File: src/core/ahap_pkg.sv
// package for the asynchronous host access port: constants and carrier types
package ahap_pkg;

  // ----------------------------------------------------------------
  // widths
  // ----------------------------------------------------------------
  localparam int AHAP_ADDR_W = 32;
  localparam int AHAP_DATA_W = 48;
  localparam int AHAP_MSEL_W = 4;

  // ----------------------------------------------------------------
  // timing
  // ----------------------------------------------------------------
  localparam int AHAP_CLK_PERIOD_PS = 10000;
  // least ready low pulse on a write, in ns
  localparam int AHAP_WR_RDY_LOW_NS = 15;
  localparam int AHAP_WR_RDY_CYC =
    (AHAP_WR_RDY_LOW_NS * 1000 + AHAP_CLK_PERIOD_PS - 1) / AHAP_CLK_PERIOD_PS;
  // least ready low pulse on a read, in ns (the clock-dependent part is covered by the edge)
  localparam int AHAP_RD_RDY_LOW_NS = 45;
  localparam int AHAP_RD_RDY_CYC =
    (AHAP_RD_RDY_LOW_NS * 1000 + AHAP_CLK_PERIOD_PS - 1) / AHAP_CLK_PERIOD_PS;
  localparam int AHAP_CNT_W = 8;
  localparam logic [AHAP_CNT_W-1:0] AHAP_CNT_ONE = 8'h01;
  localparam logic [AHAP_CNT_W-1:0] AHAP_CNT_ZERO = 8'h00;

  // ----------------------------------------------------------------
  // carrier types
  // ----------------------------------------------------------------
  // memory interface outputs; all but the boot select float together, the boot select only in EPROM boot
  typedef struct packed {
    logic [AHAP_ADDR_W-1:0] addr;
    logic [AHAP_MSEL_W-1:0] memory_select_n;
    logic rd_n;
    logic wr_n;
    logic sync_write_select_n;
    logic page;
    logic dma_grant_n;
    logic boot_memory_select_n;
  } ahap_mem_if_t;

  // host side strobes and address
  typedef struct packed {
    logic cs_n;
    logic host_bus_request_n;
    logic rd_n;
    logic wr_n;
    logic [AHAP_ADDR_W-1:0] addr;
  } ahap_host_t;

  // one internal transfer
  typedef struct packed {
    logic wr;
    logic [AHAP_ADDR_W-1:0] addr;
    logic [AHAP_DATA_W-1:0] wdata;
  } ahap_xfer_t;

  typedef enum logic [2:0] {
    AHAP_IDLE,
    AHAP_HOLD,
    AHAP_FLOAT,
    AHAP_GRANTED,
    AHAP_ACCESS,
    AHAP_FINISH,
    AHAP_RELEASE
  } ahap_state_t;

endpackage

File: src/core/ahap_ready_drv.sv
// ready pin driver with open-drain or active-drive style
`timescale 1ns/1ps
module ahap_ready_drv
  import ahap_pkg::*;
(
  // clock and reset
  input wire logic clock_in,
  input wire logic rst_n_in,
  // control
  input wire logic active_drive_in,
  input wire logic hold_low_in,
  input wire logic host_present_in,
  // pin
  output logic host_ready_out,
  output logic host_ready_oe_n_out
);

  logic low_r;
  logic drive_high_r;
  logic drive_high_nxt;

  assign drive_high_nxt = active_drive_in & host_present_in & ~hold_low_in;

  // ----------------------------------------------------------------
  // pin state changes only on clock edges
  // ----------------------------------------------------------------
  // clocked release
  always_ff @(posedge clock_in or negedge rst_n_in) begin
    if (!rst_n_in) begin
      low_r <= 1'b0;
      drive_high_r <= 1'b0;
    end else begin
      low_r <= hold_low_in;
      drive_high_r <= drive_high_nxt;
    end
  end

  assign host_ready_out = ~low_r;
  assign host_ready_oe_n_out = ~(low_r | drive_high_r);

endmodule

File: src/core/ahap_top.sv
// asynchronous host access port and memory interface three-state control
//
// How it works
// - after grant host strobes reach internal space
// - read pulls ready low until data valid
// - write pulls ready low; host waits release
// - ready open-drain or actively driven high
// - ready released on clock edge
// - memory interface floats before grant, after release
// - floating also on software three-state input
// - strobe group floats and returns together
// - boot select floats only in EPROM boot
// - ready low once select and request low
// - grant delayed by wait states or lock
`timescale 1ns/1ps
module ahap_top
  import ahap_pkg::*;
#(
  parameter int WR_RDY_CYC = AHAP_WR_RDY_CYC,
  parameter int RD_RDY_CYC = AHAP_RD_RDY_CYC
) (
  // clock and reset
  input wire logic clock_in,
  input wire logic rst_n_in,
  // host pins
  input wire ahap_host_t host_in,
  input wire logic [AHAP_DATA_W-1:0] host_data_in,
  output logic [AHAP_DATA_W-1:0] host_data_out,
  output logic host_data_oe_n_out,
  output logic host_ready_out,
  output logic host_ready_oe_n_out,
  output logic host_bus_grant_n_out,
  output logic host_bus_grant_oe_n_out,
  // configuration straps and software three-state
  input wire logic ready_active_drive_in,
  input wire logic eprom_boot_in,
  input wire logic suspend_three_state_n_in,
  input wire logic bus_hold_off_in,
  // memory interface from the bus master logic
  input wire ahap_mem_if_t mem_if_in,
  output ahap_mem_if_t mem_if_out,
  output logic mem_addr_oe_n_out,
  output logic mem_strobe_oe_n_out,
  output logic boot_select_oe_n_out,
  // internal memory and io register port
  output ahap_xfer_t xfer_out,
  output logic xfer_valid_out,
  input wire logic xfer_done_in,
  input wire logic [AHAP_DATA_W-1:0] xfer_rdata_in
);

  ahap_state_t state_r;
  ahap_state_t state_nxt;
  logic [AHAP_CNT_W-1:0] cnt_r;
  logic [AHAP_CNT_W-1:0] cnt_nxt;
  logic float_r;
  logic grant_r;
  logic sw_float_r;
  ahap_xfer_t xfer_r;
  logic xfer_valid_r;
  logic [AHAP_DATA_W-1:0] rdata_r;
  logic rdata_oe_r;
  logic done_r;

  // ----------------------------------------------------------------
  // decode
  // ----------------------------------------------------------------
  wire host_present = ~host_in.cs_n & ~host_in.host_bus_request_n;
  wire strobe_low = ~host_in.rd_n | ~host_in.wr_n;
  wire strobes_high = host_in.rd_n & host_in.wr_n;
  wire sw_float = ~suspend_three_state_n_in;
  wire [AHAP_CNT_W-1:0] rd_len = AHAP_CNT_W'(RD_RDY_CYC);
  wire [AHAP_CNT_W-1:0] wr_len = AHAP_CNT_W'(WR_RDY_CYC);
  wire cnt_zero = (cnt_r == AHAP_CNT_ZERO);

  wire hold_pre_grant = host_present &
    ((state_r == AHAP_IDLE) | (state_r == AHAP_HOLD) | (state_r == AHAP_FLOAT));
  wire hold_access = (state_r == AHAP_ACCESS) | (state_r == AHAP_FINISH & ~cnt_zero);
  wire ready_low = hold_pre_grant | hold_access |
    (state_r == AHAP_GRANTED & host_present & strobe_low);

  // ----------------------------------------------------------------
  // host access sequence
  // ----------------------------------------------------------------
  always_comb begin
    state_nxt = state_r;
    cnt_nxt = cnt_r;
    if (!cnt_zero) begin
      cnt_nxt = cnt_r - AHAP_CNT_ONE;
    end
    unique case (state_r)
      AHAP_IDLE: begin
        if (host_present) begin
          state_nxt = AHAP_HOLD;
        end
      end
      // wait out wait states or lock
      AHAP_HOLD: begin
        if (!host_present) begin
          state_nxt = AHAP_IDLE;
        end else if (!bus_hold_off_in) begin
          state_nxt = AHAP_FLOAT;
        end
      end
      AHAP_FLOAT: begin
        state_nxt = host_present ? AHAP_GRANTED : AHAP_RELEASE;
      end
      AHAP_GRANTED: begin
        if (host_in.host_bus_request_n) begin
          state_nxt = AHAP_RELEASE;
        end else if (host_present & strobe_low) begin
          state_nxt = AHAP_ACCESS;
          cnt_nxt = host_in.wr_n ? rd_len : wr_len;
        end
      end
      AHAP_ACCESS: begin
        if (xfer_done_in) begin
          state_nxt = AHAP_FINISH;
        end
      end
      AHAP_FINISH: begin
        if (cnt_zero & strobes_high) begin
          state_nxt = AHAP_GRANTED;
        end
      end
      AHAP_RELEASE: begin
        state_nxt = AHAP_IDLE;
      end
      default: begin
        state_nxt = AHAP_IDLE;
      end
    endcase
  end

  always_ff @(posedge clock_in or negedge rst_n_in) begin
    if (!rst_n_in) begin
      state_r <= AHAP_IDLE;
      cnt_r <= AHAP_CNT_ZERO;
    end else begin
      state_r <= state_nxt;
      cnt_r <= cnt_nxt;
    end
  end

  // ----------------------------------------------------------------
  // grant and three-state control
  // ----------------------------------------------------------------
  wire grant_nxt = (state_nxt == AHAP_GRANTED) | (state_nxt == AHAP_ACCESS) |
    (state_nxt == AHAP_FINISH);
  wire float_nxt = sw_float | grant_nxt | (state_nxt == AHAP_FLOAT) |
    (state_nxt == AHAP_RELEASE);

  always_ff @(posedge clock_in or negedge rst_n_in) begin
    if (!rst_n_in) begin
      float_r <= 1'b0;
      grant_r <= 1'b0;
      sw_float_r <= 1'b0;
    end else begin
      float_r <= float_nxt;
      grant_r <= grant_nxt;
      sw_float_r <= sw_float;
    end
  end

  assign host_bus_grant_n_out = ~grant_r;
  // grant pin floats on the sampled software input, never while granted
  assign host_bus_grant_oe_n_out = sw_float_r & ~grant_r;
  assign mem_if_out = mem_if_in;
  assign mem_addr_oe_n_out = float_r;
  assign mem_strobe_oe_n_out = float_r;
  // boot select only in EPROM boot
  assign boot_select_oe_n_out = eprom_boot_in & float_r;

  // ----------------------------------------------------------------
  // internal transfer and read data
  // ----------------------------------------------------------------
  // strobes act only once granted
  wire start = (state_r == AHAP_GRANTED) & (state_nxt == AHAP_ACCESS);
  wire finish = (state_r == AHAP_ACCESS) & xfer_done_in;

  always_ff @(posedge clock_in or negedge rst_n_in) begin
    if (!rst_n_in) begin
      xfer_r <= '0;
      xfer_valid_r <= 1'b0;
      rdata_r <= '0;
      rdata_oe_r <= 1'b0;
      done_r <= 1'b0;
    end else begin
      if (start) begin
        xfer_r <= '{wr: ~host_in.wr_n, addr: host_in.addr, wdata: host_data_in};
      end
      xfer_valid_r <= start | (xfer_valid_r & ~xfer_done_in);
      if (finish & ~xfer_r.wr) begin
        rdata_r <= xfer_rdata_in;
      end
      // data driven while the read strobe stays low
      rdata_oe_r <= (finish & ~xfer_r.wr) | (rdata_oe_r & ~host_in.rd_n);
      done_r <= finish;
    end
  end

  assign xfer_out = xfer_r;
  assign xfer_valid_out = xfer_valid_r;
  assign host_data_out = rdata_r;
  assign host_data_oe_n_out = ~rdata_oe_r;

  // ----------------------------------------------------------------
  // ready pin
  // ----------------------------------------------------------------
  ahap_ready_drv u_ready (
    .clock_in(clock_in),
    .rst_n_in(rst_n_in),
    .active_drive_in(ready_active_drive_in),
    .hold_low_in(ready_low),
    .host_present_in(host_present),
    .host_ready_out(host_ready_out),
    .host_ready_oe_n_out(host_ready_oe_n_out)
  );

endmodule

File: config.mk
export PLATFORM = sky130hd
export DESIGN_NAME = ahap_top
export DESIGN_NICKNAME = d
export VERILOG_FILES = /design/src/core/ahap_pkg.sv /design/src/core/ahap_ready_drv.sv /design/src/core/ahap_top.sv
export SDC_FILE = /design/constraint.sdc
export NUM_CORES = 1
export LEC_CHECK = 0
export ABC_AREA = 1
export BUFFER_PORTS_ARGS = -buffer_cell sky130_fd_sc_hd__buf_2
export CORE_AREA = 2 2 140 142
export DETAILED_ROUTE_END_ITERATION = 6
export DIE_AREA = 0 0 142 144
export GPL_ROUTABILITY_DRIVEN = 0
export PLACE_DENSITY = 0.63
export SETUP_SLACK_MARGIN = 0.1
export SKIP_CTS_REPAIR_TIMING = 1
export SLEW_MARGIN = 10
export SYNTH_ARGS = -nofsm -noshare
export SYNTH_HDL_FRONTEND = slang
export SYNTH_HIERARCHICAL = 1
export SYNTH_SLANG_ARGS = --single-unit
File: constraint.sdc
create_clock -name clock_in -period 3.7 [get_ports clock_in]
set_clock_uncertainty 0.1 [all_clocks]
set_input_delay 0.37 -clock clock_in [delete_from_list [all_inputs] [get_ports clock_in]]
set_output_delay 0.37 -clock clock_in [all_outputs]
set_load 0.01 [all_outputs]
# Word-level counts from Yosys, hierarchy flattened

Cells that the tools add are included.

Bits in registers: 147

Reductions and logical operators: 2
Mux-type cells: 14
Equality and inequality tests: 10
Add/sub/neg operators: 1
Bitwise operators: 44

Operator list:

| kind                  | count |
|---|---|
| $mux W8               | 4 |
| $mux W3               | 9 |
| $pmux W3 S6           | 1 |
| $and A1 B1 Y1         | 17 |
| $eq A3 B3 Y1 const B  | 5 |
| $or A1 B1 Y1          | 14 |
| $not A1 Y1            | 13 |
| $eq A3 B2 Y1 const B  | 4 |
| $logic_not A8 Y1      | 1 |
| $sub A8 B1 Y8 const B | 1 |
| $eq A3 B1 Y1 const B  | 1 |
| $logic_not A3 Y1      | 1 |

# Longest topological paths before layout

Depth in word-level cells: 12
Gate-level depth with buffers: 9
Gate-level depth less buffers: 9

# Modules after synthesis

The synthesis kept the hierarchy.

By module, submodules not included:

| module         | cells each | instances | seq. area each (µm²) | area an instance (µm²) |
|---|---|---|---|---|
| ahap_top       | 700        | 1         | 3,628.5              | 6,216.0 |
| ahap_ready_drv | 6          | 1         | 50.0                 | 67.6 |

# Least setup slack after synthesis

No wires, ideal clock.

Kind: flip-flop to flip-flop
From: register cnt_r[0]
To: register u_ready.drive_high_r
Buffers on the path: 0
Cell stages (with the launch flop): 9
Arrival: 1.302 ns
Slack: 2.229 ns
Clock period less this slack: 1.471 ns
Cells stage by stage: dfrtp_1 -> inv_1 -> ha_1 -> nand2_1 -> nor2_1 -> nand3_1 -> a21oi_1 -> nand3_1 -> nor2_2

Cells in the longest elaborated chain, start to end: 8

Ends and longest elaborated chain:

| what                       | line                 | RTL |
|---|---|---|
| start, declared            | ahap_top.sv:54       | `logic [AHAP_CNT_W-1:0] cnt_r;` |
| start signal, assigned     | ahap_top.sv:141      | `cnt_r <= cnt_nxt;` |
| $logic_not A8 Y1           | ahap_top.sv:74       | `wire cnt_zero = (cnt_r == AHAP_CNT_ZERO);` |
| $not A1 Y1                 | ahap_top.sv:78       | `wire hold_access = (state_r == AHAP_ACCESS) \| (state_r == AHAP_FINISH & ~cnt_zero);` |
| $and A1 B1 Y1              | ahap_top.sv:78       |  |
| $or A1 B1 Y1               | ahap_top.sv:78       |  |
| $or A1 B1 Y1 (2 in series) | ahap_top.sv:79       | `wire ready_low = hold_pre_grant \| hold_access \|` |
| net ready_low              | ahap_top.sv:79       |  |
| $not A1 Y1                 | ahap_ready_drv.sv:22 | `assign drive_high_nxt = active_drive_in & host_present_in & ~hold_low_in;` |
| $and A1 B1 Y1              | ahap_ready_drv.sv:22 |  |
| net u_ready.drive_high_nxt | ahap_ready_drv.sv:20 | `logic drive_high_nxt;` |
| end signal, assigned       | ahap_ready_drv.sv:34 | `drive_high_r <= drive_high_nxt;` |
| end, declared              | ahap_ready_drv.sv:19 | `logic drive_high_r;` |

The timed path passes the listed nets, and every way through them passes these cells.
A chain may end at the register's enable or synchronous reset.

# Worst setup path after layout

From: register state_r[2]
To: register cnt_r[1]

Cells in the longest elaborated chain, start to end: 2

Ends and longest elaborated chain:

| what                   | line            | RTL |
|---|---|---|
| start, declared        | ahap_top.sv:52  | `ahap_state_t state_r;` |
| start signal, assigned | ahap_top.sv:140 | `state_r <= state_nxt;` |
| $eq A3 B2 Y1           | ahap_top.sv:91  | `unique case (state_r)` |
| $mux W8                | ahap_top.sv:91  |  |
| net cnt_nxt[1]         | ahap_top.sv:55  | `logic [AHAP_CNT_W-1:0] cnt_nxt;` |

The timed path passes the listed nets, and every way through them passes these cells.

==> run metrics <==
TritonCTS Buffers=17; Reg power frac=40.8%; Vias/cell=4.269; number of diodes=0; LEAKAGE=4.857 nW; sw power=0.002075 W; # clock sinks=147; Clock power frac=29.7%; Syn. warnings=6; DPL Wire Length=11,140 µm; cell-internal power=0.004134 W; Tightest Hold Check Type=in2reg; clock-pin slew on the worst setup and hold paths=60 ps; DR DRC count=0; commonest non-fill, non-tap cell in the layout=nand2_1; core box area=0.01908 mm²; register area=0.003679 mm²; DP Worst Slack=1499 ps; post-synthesis xor/xnor area fraction=0.8363%; flop and latch count out of synthesis=147; reg2reg path depth=7; die area=0.02045 mm²; Die W=142 µm; syn avg cell area=8.900 µm²; Seq/Total Area, Yosys=58.54%; maxcap violations=0; crit path capture=cnt_r[1]; Worst setup startpoint=state_r[2]; worst-path cell chain=inv_2 -> nand3_2 -> nor2_4 -> buf_4 -> nand2_1 -> o21ai_0 -> inv_1; Fin Hold WS=15.30 ps; Slew @ Worst Pin=875.6 ps; max incr delay on CP=680 ps; Combinational Power Share=29.5%; io pins=361; crit path DAT=2240 ps; Antenna Nets Post-Route=0; die height=144 µm; largest net degree at the start of global routing=98; global route overflow=0; per-cell routed wire length=13.12 µm; Worst path slowest cell=buf_4; number of synthesized flops with an enable pin=0; largest family of logic cells by synthesized area=simple AND/OR/NAND/NOR gates; layout cells sized above 1=34.04%; reg-to-reg endpoint=cnt_r[1]; maximum vdd drop=0.2773 mV; setup_tns=0 ps; area used by multi-input combinational logic=0.001769 mm²; Synth Area in Compound Gates=4.938%; R2R setup slack=1660 ps; clock latency on the worst-skew pair=410 ps; post-synthesis cell area=0.006284 mm²; achievable frequency=489.1 MHz; power density cells=767.3 mW/mm²; status=finished clean; final critical-path share of the clock period=55.26%; Final Hold Vio Count=0; P&R area growth vs syn=28.77%; synth unique cells=27; Post-Syn Instances=706; post-synthesis mux area share=0%; crit-path leading delay family=buffers and inverters; num rows=51; Port Buf Inserts=276; most frequent cells in the layout=nand2_1 (310), buf_2 (275), dfrtp_1 (147); Synth async-reset ratio=100.0%; Tmin final=2045 ps; Buf+Inv Stages, Crit Path=3; relative slew slack=41.63%; Pins Over Slew Limit=0; Pwr Total=0.006208 W; total track usage=14.91%; Synth Area in Adders=0.1991%; PnR worst setup slack=1655 ps; maximum root-to-sink buffer count=2; RSZ-0062 raised after global routing=false; number of global-route vias before repair=4,712; Net Sw Frac=33.41%; WP depth=7; depth of the worst hold-timing path=2; CP max FO=83; clk root buf=clkbuf_16; CP Capture Type=flop; Initial Utilization=32.93%; CTS tree=built; Fillers=1,916; H-tree depth=4; Setup-failing EPs final=0; Reg-to-Reg Start=state_r[2]; Synth Net Count=888; startpoint types=flop; Top FF cell, synth=dfrtp_1; router iterations before antenna repair=4; Post-Synth Simple-Gate Area=22.10%; DR vias=5,067; initial antenna violation count=0; Worst Setup Path Type=reg2reg; Worst Path Required=3900 ps; Initial DRC Count=152; Routed WL=15,570 µm; first-pass GRT wire length=23,780 µm; Nets=1,119
sequential cells by signal (all words and copies together) (netlist names):
register              cells
xfer_out                 81
rdata_oe_r                1
mem_addr_oe_n_out         1
state_r                   3
u_ready/low_r             1
u_ready/drive_high_r      1
sw_float_r                1
grant_r                   1
cnt_r                     8
xfer_valid_out            1
host_data_out            48
Yosys cell counts (all sizes together) (3+ instances only):
master | number | area, µm²
a21oi | 4 | 20.02
xnor2 | 3 | 26.28
nand3 | 12 | 70.07
clkbuf | 3 | 12.51
inv | 69 | 259.0
nand2 | 311 | 1170
dfrtp | 147 | 3679
buf | 68 | 569.3
xor2 | 3 | 26.28
o21ai | 55 | 275.3
nor2 | 24 | 110.1
layer usage:
layer	track usage [%]	up-vias	wire length [µm]
met5	0	-	0
met4	6.053	0	334
met3	5.199	28	1177
met2	23.11	217	7096
met1	19.12	2270	6965
li1	-	2552	-
worst min path at each step:
stage,startpoint,to,slack [ps]
floorplan,rst_n_in,cnt_r[0],-30
global placement,rst_n_in,host_data_out[14],300
detailed placement,rst_n_in,host_data_out[14],310
CTS,rst_n_in,host_data_out[11],-140
global route,suspend_three_state_n_in,sw_float_r,5
finish,suspend_three_state_n_in,sw_float_r,20
through the flow:
stage	area (µm²)	cells	utilization (%)
global placement	7450	1155	39.05
global route	8092	1187	42.41
finish	8092	1187	42.41
detailed placement	7450	1155	39.05
floorplan	6284	706	-
CTS	8082	1186	42.36
power by group through the flow:
stage	clock, W	combinational, W	sequential (W)
2_1_floorplan	0	0.000826	0.00279
3_5_place_dp	0	0.00186	0.00255
6_report	0.00184	0.00183	0.00254
5_1_grt	0.00199	0.00207	0.00261
4_1_cts	0.00191	0.00186	0.00254
3_3_place_gp	0	0.00182	0.00255
layout make-up:
class,instances,share of cell area [%]
Clock inverter,11,2.165
Timing Repair Buffer,283,17.98
Clock buffer,20,5.644
Tap cell,238,3.680
Multi-Input combinational cell,419,21.86
Sequential cell,147,45.46
Inverter,69,3.201
kinds of logic (layout without fill, tap and decap cells):
group / after synthesis / in the layout
flops: 147 / 147
buf+inv: 140 / 383
xor+xnor: 6 / 6
simple gates: 351 / 351
compound gates: 61 / 61
fa+ha+maj: 1 / 1
Power figures use the tool's default switching activity.
